--- config.mk ---
export PLATFORM = sky130hd
export DESIGN_NAME = psfc_config_bank
export DESIGN_NICKNAME = d
export VERILOG_FILES = /design/src/psfc_pkg.sv /design/src/psfc_config_bank.sv
export SDC_FILE = /design/constraint.sdc
export NUM_CORES = 1
export LEC_CHECK = 0
export ABC_AREA = 0
export BUFFER_PORTS_ARGS = -buffer_cell sky130_fd_sc_hd__buf_2
export CAP_MARGIN = 10
export CELL_PAD_IN_SITES_DETAIL_PLACEMENT = 1
export CELL_PAD_IN_SITES_GLOBAL_PLACEMENT = 2
export CORE_AREA = 8 8 125 127
export CTS_BUF_LIST = sky130_fd_sc_hd__clkbuf_8
export DETAILED_ROUTE_END_ITERATION = 12
export DIE_AREA = 0 0 133 135
export PLACE_DENSITY = 0.74
export RECOVER_POWER = 50
export SLEW_MARGIN = 25
export SYNTH_ARGS = -nofsm -noshare
export SYNTH_HDL_FRONTEND = slang
export SYNTH_SLANG_ARGS = --single-unit
export TNS_END_PERCENT = 1
--- constraint.sdc ---
create_clock -name sys_clk -period 2.3 [get_ports sys_clk]
set_input_delay 0.46 -clock sys_clk [delete_from_list [all_inputs] [get_ports sys_clk]]
set_output_delay 0.46 -clock sys_clk [all_outputs]
set_load 0.01 [all_outputs]
--- src/psfc_pkg.sv ---
// Constants for the power and serial-format configuration bank.
// Assumes one 25 MHz device clock and a two-wire control bus host.

package psfc_pkg;

  // ****************************************
  // Register offsets, resets and write masks
  // ****************************************
  localparam logic [7:0] SLEEP_SUPPLY_OFS    = 8'h02;
  localparam logic [7:0] SHUTDOWN_CHARGE_OFS = 8'h05;
  localparam logic [7:0] SERIAL_FORMAT_OFS   = 8'h07;
  localparam logic [7:0] SLEEP_SUPPLY_RST    = 8'h00;
  localparam logic [7:0] SHUTDOWN_CHARGE_RST = 8'h05;
  localparam logic [7:0] SERIAL_FORMAT_RST   = 8'h30;
  // Read-only reserved bits are dropped on write and read as zero
  localparam logic [7:0] SLEEP_SUPPLY_WMASK    = 8'hFD;
  localparam logic [7:0] SHUTDOWN_CHARGE_WMASK = 8'h3F;
  localparam logic [7:0] SERIAL_FORMAT_WMASK   = 8'hFF;
  localparam logic [7:0] UNMAPPED_READ         = 8'h00;

  // ****************************************
  // Field positions
  // ****************************************
  localparam int SUPPLY_SEL_BIT    = 7;
  localparam int REF_TIME_LSB      = 3;
  localparam int BROADCAST_BIT     = 2;
  localparam int WAKE_BIT          = 0;
  localparam int INCAP_TIME_LSB    = 4;
  localparam int PROTO_LSB         = 6;
  localparam int WLEN_LSB          = 4;
  localparam int FSYNC_INV_BIT     = 3;
  localparam int BCLK_INV_BIT      = 2;
  localparam int TX_EDGE_BIT       = 1;
  localparam int TX_FILL_BIT       = 0;

  // ****************************************
  // Control bus constants
  // ****************************************
  localparam logic [6:0] BROADCAST_ADDR = 7'h4C;
  localparam logic [3:0] BYTE_BITS      = 4'h8;
  localparam logic [2:0] MSB_INDEX      = 3'h7;

  // ****************************************
  // Encodings and typical charge times in microseconds
  // ****************************************
  localparam logic [1:0] PROTO_TDM      = 2'h0;
  localparam logic [1:0] PROTO_I2S      = 2'h1;
  localparam logic [1:0] PROTO_LJ       = 2'h2;
  localparam logic [1:0] PROTO_RESERVED = 2'h3;
  localparam logic [5:0] WLEN_BITS_0    = 6'h10;
  localparam logic [5:0] WLEN_BITS_1    = 6'h14;
  localparam logic [5:0] WLEN_BITS_2    = 6'h18;
  localparam logic [5:0] WLEN_BITS_3    = 6'h20;
  localparam logic [16:0] REF_TIME_US_0   = 17'h00DAC;
  localparam logic [16:0] REF_TIME_US_1   = 17'h02710;
  localparam logic [16:0] REF_TIME_US_2   = 17'h0C350;
  localparam logic [16:0] REF_TIME_US_3   = 17'h186A0;
  localparam logic [16:0] INCAP_TIME_US_0 = 17'h009C4;
  localparam logic [16:0] INCAP_TIME_US_1 = 17'h030D4;
  localparam logic [16:0] INCAP_TIME_US_2 = 17'h061A8;
  localparam logic [16:0] INCAP_TIME_US_3 = 17'h0C350;

  // Control bus slave states, one-hot
  typedef enum logic [6:0] {
    PSFC_IDLE     = 7'h01,
    PSFC_ADDR     = 7'h02,
    PSFC_ADDR_ACK = 7'h04,
    PSFC_WDATA    = 7'h08,
    PSFC_WACK     = 7'h10,
    PSFC_RDATA    = 7'h20,
    PSFC_RACK     = 7'h40
  } psfc_state_t;

endpackage : psfc_pkg

--- src/psfc_config_bank.sv ---
// Configuration bank with its two-wire control bus slave.
// Assumes scl, sda and the address straps are asynchronous pins and the
// serial clock and frame pins are only passed through, never sampled.
`timescale 1ns/10ps
`default_nettype none

module psfc_config_bank
  import psfc_pkg::*;
(
  input  wire logic        sys_clk,
  input  wire logic        rstn,
  input  wire logic        scl,
  input  wire logic        sdaIn,
  output logic             sdaOut,
  output logic             sdaOe,
  input  wire logic [6:0]  devAddrPin,
  input  wire logic        frameSyncRaw,
  input  wire logic        bitClockRaw,
  input  wire logic        slotActive,
  output logic             frameSyncOut,
  output logic             bitClockOut,
  output logic             launchOnRising,
  output logic             dataOutEnable,
  output logic             analogSupplySourceSel,
  output logic [1:0]       referencePrechargeTime,
  output logic [16:0]      refChargeTimeUs,
  output logic             broadcastAddressingOn,
  output logic             wakeNSleep,
  output logic             deviceAsleep,
  output logic [1:0]       inputCapPrechargeTime,
  output logic [16:0]      inCapChargeTimeUs,
  output logic [1:0]       serialProtocolSel,
  output logic             protocolReserved,
  output logic [1:0]       serialWordLength,
  output logic [5:0]       wordBits,
  output logic             frameSyncInvert,
  output logic             bitClockInvert,
  output logic             txEdge,
  output logic             txFill
);

  // ****************************************
  // Decode functions
  // ****************************************
  function automatic logic [7:0] readReg(input logic [7:0] ofs, input logic [7:0] slp,
                                         input logic [7:0] shd, input logic [7:0] ser);
    case (ofs)
      SLEEP_SUPPLY_OFS:    readReg = slp & SLEEP_SUPPLY_WMASK;
      SHUTDOWN_CHARGE_OFS: readReg = shd & SHUTDOWN_CHARGE_WMASK;
      SERIAL_FORMAT_OFS:   readReg = ser;
      default:             readReg = UNMAPPED_READ;
    endcase
  endfunction : readReg

  function automatic logic [16:0] timeOf(input logic [1:0] code, input logic [16:0] t0,
                                         input logic [16:0] t1, input logic [16:0] t2,
                                         input logic [16:0] t3);
    case (code)
      2'h0:    timeOf = t0;
      2'h1:    timeOf = t1;
      2'h2:    timeOf = t2;
      default: timeOf = t3;
    endcase
  endfunction : timeOf

  // ****************************************
  // State
  // ****************************************
  logic [7:0]  sleepSupply;
  logic [7:0]  shutdownCharge;
  logic [7:0]  serialFormat;
  logic [7:0]  next_sleepSupply;
  logic [7:0]  next_shutdownCharge;
  logic [7:0]  next_serialFormat;
  psfc_state_t state;
  psfc_state_t next_state;
  logic [3:0]  bitCnt;
  logic [3:0]  next_bitCnt;
  logic [7:0]  shiftIn;
  logic [7:0]  next_shiftIn;
  logic [7:0]  txByte;
  logic [7:0]  next_txByte;
  logic [7:0]  regPtr;
  logic [7:0]  next_regPtr;
  logic        readMode;
  logic        next_readMode;
  logic        ptrPhase;
  logic        next_ptrPhase;
  logic        hostNack;
  logic        next_hostNack;
  logic        sdaLow;
  logic        next_sdaLow;
  logic        sclS1;
  logic        sclS2;
  logic        sclD;
  logic        sdaS1;
  logic        sdaS2;
  logic        sdaD;
  logic [6:0]  addrS1;
  logic [6:0]  addrS2;
  logic        sclRise;
  logic        sclFall;
  logic        busStart;
  logic        busStop;
  logic        addrHit;
  logic [7:0]  curRead;

  // Pin synchronisers; the second stage feeds logic, with a one-cycle delayed copy for scl and sda only
  always_ff @(posedge sys_clk) begin
    sclS1  <= scl;
    sclS2  <= sclS1;
    sclD   <= sclS2;
    sdaS1  <= sdaIn;
    sdaS2  <= sdaS1;
    sdaD   <= sdaS2;
    addrS1 <= devAddrPin;
    addrS2 <= addrS1;
  end

  // Bus events seen on synchronised levels
  assign sclRise  = sclS2 & ~sclD;
  assign sclFall  = ~sclS2 & sclD;
  assign busStart = sclS2 & sclD & sdaD & ~sdaS2;
  assign busStop  = sclS2 & sclD & ~sdaD & sdaS2;
  assign addrHit  = (shiftIn[7:1] == addrS2) ||
                    (sleepSupply[BROADCAST_BIT] && shiftIn[7:1] == BROADCAST_ADDR);
  assign curRead  = readReg(regPtr, sleepSupply, shutdownCharge, serialFormat);

  // ****************************************
  // Next-state logic: bus slave and register writes
  // ****************************************
  always_comb begin
    next_state          = state;
    next_bitCnt         = bitCnt;
    next_shiftIn        = shiftIn;
    next_txByte         = txByte;
    next_regPtr         = regPtr;
    next_readMode       = readMode;
    next_ptrPhase       = ptrPhase;
    next_hostNack       = hostNack;
    next_sdaLow         = sdaLow;
    next_sleepSupply    = sleepSupply;
    next_shutdownCharge = shutdownCharge;
    next_serialFormat   = serialFormat;
    if (busStop) begin
      next_state  = PSFC_IDLE;
      next_sdaLow = 1'b0;
    end else if (busStart) begin
      // Repeated start keeps the register pointer for write-then-read
      next_state  = PSFC_ADDR;
      next_bitCnt = 4'h0;
      next_sdaLow = 1'b0;
    end else begin
      case (state)
        PSFC_ADDR, PSFC_WDATA: begin
          if (sclRise && bitCnt < BYTE_BITS) begin
            next_shiftIn = {shiftIn[6:0], sdaS2};
            next_bitCnt  = bitCnt + 4'h1;
          end else if (sclFall && bitCnt == BYTE_BITS) begin
            next_bitCnt = 4'h0;
            if (state == PSFC_ADDR) begin
              // Foreign address: stay silent until the next start
              next_state    = addrHit ? PSFC_ADDR_ACK : PSFC_IDLE;
              next_sdaLow   = addrHit;
              next_readMode = shiftIn[0];
            end else begin
              next_state  = PSFC_WACK;
              next_sdaLow = 1'b1;
              if (ptrPhase) begin
                next_regPtr = shiftIn;
              end else begin
                next_regPtr = regPtr + 8'h01;
                case (regPtr)
                  SLEEP_SUPPLY_OFS:    next_sleepSupply = shiftIn & SLEEP_SUPPLY_WMASK;
                  SHUTDOWN_CHARGE_OFS: next_shutdownCharge = shiftIn & SHUTDOWN_CHARGE_WMASK;
                  SERIAL_FORMAT_OFS:   next_serialFormat = shiftIn & SERIAL_FORMAT_WMASK;
                  default:             next_regPtr = regPtr + 8'h01;
                endcase
              end
            end
          end
        end
        PSFC_ADDR_ACK, PSFC_RACK: begin
          if (sclRise) begin
            next_hostNack = sdaS2;
          end else if (sclFall) begin
            next_bitCnt = 4'h0;
            if (state == PSFC_RACK && hostNack) begin
              next_state  = PSFC_IDLE;
              next_sdaLow = 1'b0;
            end else if (readMode) begin
              next_state  = PSFC_RDATA;
              next_txByte = curRead;
              next_sdaLow = ~curRead[MSB_INDEX];
            end else begin
              next_state    = PSFC_WDATA;
              next_ptrPhase = 1'b1;
              next_sdaLow   = 1'b0;
            end
          end
        end
        PSFC_WACK: begin
          if (sclFall) begin
            next_state    = PSFC_WDATA;
            next_ptrPhase = 1'b0;
            next_sdaLow   = 1'b0;
          end
        end
        PSFC_RDATA: begin
          if (sclRise) begin
            next_bitCnt = bitCnt + 4'h1;
          end else if (sclFall) begin
            if (bitCnt == BYTE_BITS) begin
              next_state  = PSFC_RACK;
              next_sdaLow = 1'b0;
              next_regPtr = regPtr + 8'h01;
            end else begin
              next_sdaLow = ~txByte[MSB_INDEX - bitCnt[2:0]];
            end
          end
        end
        default: begin // Idle rests here, stray codes fall back to it
          next_state  = PSFC_IDLE;
          next_sdaLow = 1'b0;
        end
      endcase
    end
  end

  // Registered state; reset gives documented register values
  always_ff @(posedge sys_clk) begin
    if (!rstn) begin
      state          <= PSFC_IDLE;
      bitCnt         <= 4'h0;
      shiftIn        <= 8'h00;
      txByte         <= 8'h00;
      regPtr         <= 8'h00;
      readMode       <= 1'b0;
      ptrPhase       <= 1'b0;
      hostNack       <= 1'b0;
      sdaLow         <= 1'b0;
      sleepSupply    <= SLEEP_SUPPLY_RST;
      shutdownCharge <= SHUTDOWN_CHARGE_RST;
      serialFormat   <= SERIAL_FORMAT_RST;
    end else begin
      state          <= next_state;
      bitCnt         <= next_bitCnt;
      shiftIn        <= next_shiftIn;
      txByte         <= next_txByte;
      regPtr         <= next_regPtr;
      readMode       <= next_readMode;
      ptrPhase       <= next_ptrPhase;
      hostNack       <= next_hostNack;
      sdaLow         <= next_sdaLow;
      sleepSupply    <= next_sleepSupply;
      shutdownCharge <= next_shutdownCharge;
      serialFormat   <= next_serialFormat;
    end
  end

  // ****************************************
  // Outputs
  // ****************************************
  // Open-drain data line: only ever pulled low
  assign sdaOut = 1'b0;
  assign sdaOe  = sdaLow;

  // Field views of the registers
  assign analogSupplySourceSel  = sleepSupply[SUPPLY_SEL_BIT];
  assign referencePrechargeTime = sleepSupply[REF_TIME_LSB +: 2];
  assign refChargeTimeUs        = timeOf(referencePrechargeTime, REF_TIME_US_0,
                                         REF_TIME_US_1, REF_TIME_US_2, REF_TIME_US_3);
  assign broadcastAddressingOn  = sleepSupply[BROADCAST_BIT];
  assign wakeNSleep             = sleepSupply[WAKE_BIT];
  assign deviceAsleep           = ~sleepSupply[WAKE_BIT];
  assign inputCapPrechargeTime  = shutdownCharge[INCAP_TIME_LSB +: 2];
  assign inCapChargeTimeUs      = timeOf(inputCapPrechargeTime, INCAP_TIME_US_0,
                                         INCAP_TIME_US_1, INCAP_TIME_US_2,
                                         INCAP_TIME_US_3);
  assign serialProtocolSel      = serialFormat[PROTO_LSB +: 2];
  assign protocolReserved       = (serialProtocolSel == PROTO_RESERVED);
  assign serialWordLength       = serialFormat[WLEN_LSB +: 2];
  assign wordBits               = (serialWordLength == 2'h0) ? WLEN_BITS_0 :
                                  (serialWordLength == 2'h1) ? WLEN_BITS_1 :
                                  (serialWordLength == 2'h2) ? WLEN_BITS_2 :
                                  WLEN_BITS_3;
  assign frameSyncInvert        = serialFormat[FSYNC_INV_BIT];
  assign bitClockInvert         = serialFormat[BCLK_INV_BIT];
  assign txEdge                 = serialFormat[TX_EDGE_BIT];
  assign txFill                 = serialFormat[TX_FILL_BIT];
  // Pass-through polarity; combinational so the clock path gains no latency
  assign frameSyncOut   = frameSyncRaw ^ frameSyncInvert;
  assign bitClockOut    = bitClockRaw ^ bitClockInvert;
  // Standard launch is the falling edge; each invert moves it half a cycle
  assign launchOnRising = bitClockInvert ^ txEdge;
  // Unused cycles drive zero unless released to high impedance
  assign dataOutEnable  = slotActive | ~txFill;
endmodule : psfc_config_bank
`default_nettype wire

==> impl_metrics.json <==
{
  "synth_edf_count": 0,
  "clock_latency_ns": 0.36,
  "drtPass1Iterations": 4,
  "max-cap-violations": 0,
  "crit_required_ns": 2.62,
  "clk_pin_slew_ns": 0.09,
  "worstPathArrival_ns": 2.62,
  "p_per_area_nw_per_um2": 496,
  "vias": 3697,
  "cts_buffer_depth": 2,
  "netlist_area_um2": 4170,
  "hold_viol": 0,
  "fin_crit_sh": 1.00,
  "async_flop_share": 0,
  "worst_pin_slew_ns": 0.523,
  "antenna_found_initial": 0,
  "wl_um": 12200,
  "grt_pass1_wl_um": 20100,
  "ant_nets": 0,
  "skew_ns": 0.0142,
  "route.detailed.drc": 0,
  "r2r_cells": 8,
  "path_buf_inv": 2,
  "synth_area_leader_cell": "dfxtp_1",
  "setup_viol": 1,
  "worstSetupPathType": "flop to flop",
  "p_leak_nw": 2.14,
  "die-area_um2": 18000,
  "crit_path_max_incr_delay_ns": 0.57,
  "wl_per_cell_um": 16.2,
  "violations": "negative setup slack",
  "relSlewSlack": 0.647,
  "slowest_stage": "or4_4",
  "r2r_end": "state[1]$_SDFFE_PP0P_",
  "start_util": 0.306,
  "cts_inserted_buffers": 9,
  "ys_types": 63,
  "rrSetupSlack_ns": -0.005,
  "drive_gt1_frac": 0.240,
  "synthTopCellsByArea": "dfxtp_1 (38%), mux2i_1 (7.2%), ha_1 (5.1%)",
  "synth.avg_cell_area_um2": 8.86,
  "grt_pass1_vias": 3895,
  "crit_chain": "or4_4 > buf_4 > or3_4 > a22oi_4 > buf_4 > a211oi_1 > o32ai_1 > and2_1",
  "fin_nets": 597,
  "fin_util": 0.382,
  "post_drt_via_cell_ratio": 4.92,
  "diodes": 0,
  "grtUsageTotal": 0.138,
  "syn_inst": 470,
  "rsz0062_at_grt": "true",
  "holdPathStages": 1,
  "min_path_type": "input port to flop",
  "yosys_warnings": 0,
  "max_freq_mhz": 434,
  "cts_tree": "yes",
  "cts_num_sinks": 80,
  "std_cell_rows": 43,
  "drv_slew": 0,
  "worst_setup_path_start_kind": "flop",
  "dp_hpwl_um": 9350,
  "die_y_um": 135,
  "cts-htree-levels": 3,
  "end_kind": "flop",
  "synth_seq_cells": 80,
  "hold_ws_ns": 0.189,
  "cts_root_buf": "clkbuf_8",
  "fill_cells": 1610,
  "crit_fanout": 4,
  "gp_congestion": 0.820,
  "syn2layout_area_growth_pct": 24.8,
  "ys.flop_type": "dfxtp_1",
  "synth_top_area_share": 0.384,
  "grt_max_degree": 26,
  "hold_path.startpoint": "devAddrPin[6]",
  "cpLargestDelayFamily": "simple AND/OR/NAND/NOR gates",
  "portBuffers": 66,
  "io_pins": 77,
  "fp.dieW_um": 133,
  "outcome": "finished, violations left",
  "ir_drop_mv": 0.295,
  "detail_route.iter0.violations": 201,
  "yosysSeqAreaShare": 0.384,
  "fin_ws_ns": -0.00509,
  "period_needed_ns": 2.31,
  "place_ws_ns": -0.0845,
  "grt_overflow": 0,
  "worstHoldEndpoint": "addrS1[6]$_DFF_P_",
  "timing.rr.start": "state[6]$_SDFFE_PP0P_",
  "fp.coreArea_um2": 13600,
  "cp_common_cell": "buf_4"
}
cells by family (layout without fill, tap and decap cells):
| logic type | after synthesis | after routing | synth area share |
|---|---|---|---|
| AOI/OAI and AO/OA | 96 | 96 | 0.158 |
| xor gates and xnor gates | 16 | 16 | 0.0336 |
| adders and majority gates | 17 | 17 | 0.0511 |
| buffers and inverters | 65 | 157 | 0.0787 |
| DFF | 80 | 80 | 0.384 |
| muxes | 32 | 32 | 0.0829 |
| other | 1 | 10 | 0.000900 |
| and+or+nand+nor | 163 | 163 | 0.211 |
per-layer routing:
metal,GRT usage,share of wire,vias to the layer above
met4,0.0612,0.019,0
met5,0,0,-
met1,0.163,0.45,1797
met3,0.0297,0.030,17
li1,-,-,1821
met2,0.235,0.50,62
how the worst max path moves through the flow:
stage | start | slack, ns | end | depth (start not counted)
final | state[6]$_SDFFE_PP0P_ | -0.005 | state[1]$_SDFFE_PP0P_ | 8
after global routing | state[0]$_SDFFE_PP1P_ | -0.12 | txByte[4]$_SDFFE_PN0P_ | 7
after CTS | state[6]$_SDFFE_PP0P_ | 0.006 | bitCnt[0]$_SDFFE_PN0P_ | 7
after detailed placement | state[2]$_SDFFE_PP0P_ | -0.08 | state[0]$_SDFFE_PP1P_ | 8
after global placement | state[6]$_SDFFE_PP0P_ | -0.08 | sdaOe$_SDFFE_PP0P_ | 5
after floorplan | state[0]$_SDFFE_PP1P_ | -0.008 | regPtr[0]$_SDFFE_PN0P_ | 7
final cells by class:
class / count / area (µm²) / share of cell area
Clock buffer: 10 / 138 / 0.0265
Multi-Input combinational cell: 334 / 2340 / 0.451
Tap cell: 180 / 225 / 0.0433
Clock inverter: 6 / 67.6 / 0.0130
Sequential cell: 80 / 1600 / 0.308
Timing Repair Buffer: 122 / 753 / 0.145
Inverter: 19 / 71.3 / 0.0137
sequential cells by signal (all words and copies together) (netlist names), 4 cells and up:
register        cells
addrS2              7
state               7
bitCnt              4
serialFormat        8
shiftIn             8
sleepSupply         7
txByte              8
regPtr              8
shutdownCharge      6
addrS1              7
power by group:
group,switching (W),internal [W]
Clock,0.000545,0.000535
Sequential,0.00000906,0.00140
Combinational,0.0000578,0.0000304
Yosys cell counts (11+ instances only):
| cell | number |
|---|---|
| a21oi_1 | 24 |
| buf_4 | 21 |
| clkbuf_1 | 19 |
| dfxtp_1 | 80 |
| ha_1 | 17 |
| inv_1 | 18 |
| mux2i_1 | 30 |
| nand2_1 | 26 |
| nand3_1 | 17 |
| nor2_1 | 50 |
| o211ai_1 | 11 |
| o21ai_0 | 18 |
| xor2_1 | 11 |
timing repair:
item / 4_1_cts / 5_1_grt
setup endpoints to repair: 25 / 40
resized for setup: 4 / 14
hold endpoints to repair: 0 / 0
setup buffers: 0 / 0
pin swaps: 1 / 0
hold buffers: 0 / 0
placed cells by master (no fill, tap or decap), drive strengths merged, types with 3 or more instances in the layout:
cell type / instances
or2: 4
xnor2: 5
mux2i: 30
nor3: 10
dfxtp: 80
and2: 5
nor2b: 9
xor2: 11
nand2b: 5
nand4: 4
nor4b: 3
o31ai: 6
nor4: 6
ha: 17
a21o: 3
a2bb2oi: 3
a211oi: 6
o21ai: 19
nor2: 50
conb: 10
o211ai: 11
clkbuf: 39
inv: 19
nand2: 28
and3: 6
buf: 93
clkinv: 3
a21oi: 24
nand3: 17
a22oi: 5
or4: 5
nor3b: 5
worst reg2reg max path: cells and delay by family (launching register included):
family	cells	cell delay (ns)
and+or+nand+nor	3	1.10
AOI/OAI and AO/OA	3	0.51
buffers and inverters	2	0.33
DFF	1	0.32
stage by stage:
step / cell area [µm²] / total power [W] / cells / setup TNS [ns]
after detailed placement: 4960 / 0.00153 / 735 / -0.286
after global placement: 4960 / 0.00153 / 735 / -0.0752
after CTS: 5180 / 0.00262 / 751 / 0
after floorplan: 4210 / 0.00150 / 479 / -0.00780
after global routing: 5200 / 0.00269 / 751 / -1.30
final: 5200 / 0.00258 / 751 / -0.00509
(Power assumes the default switching activity.)
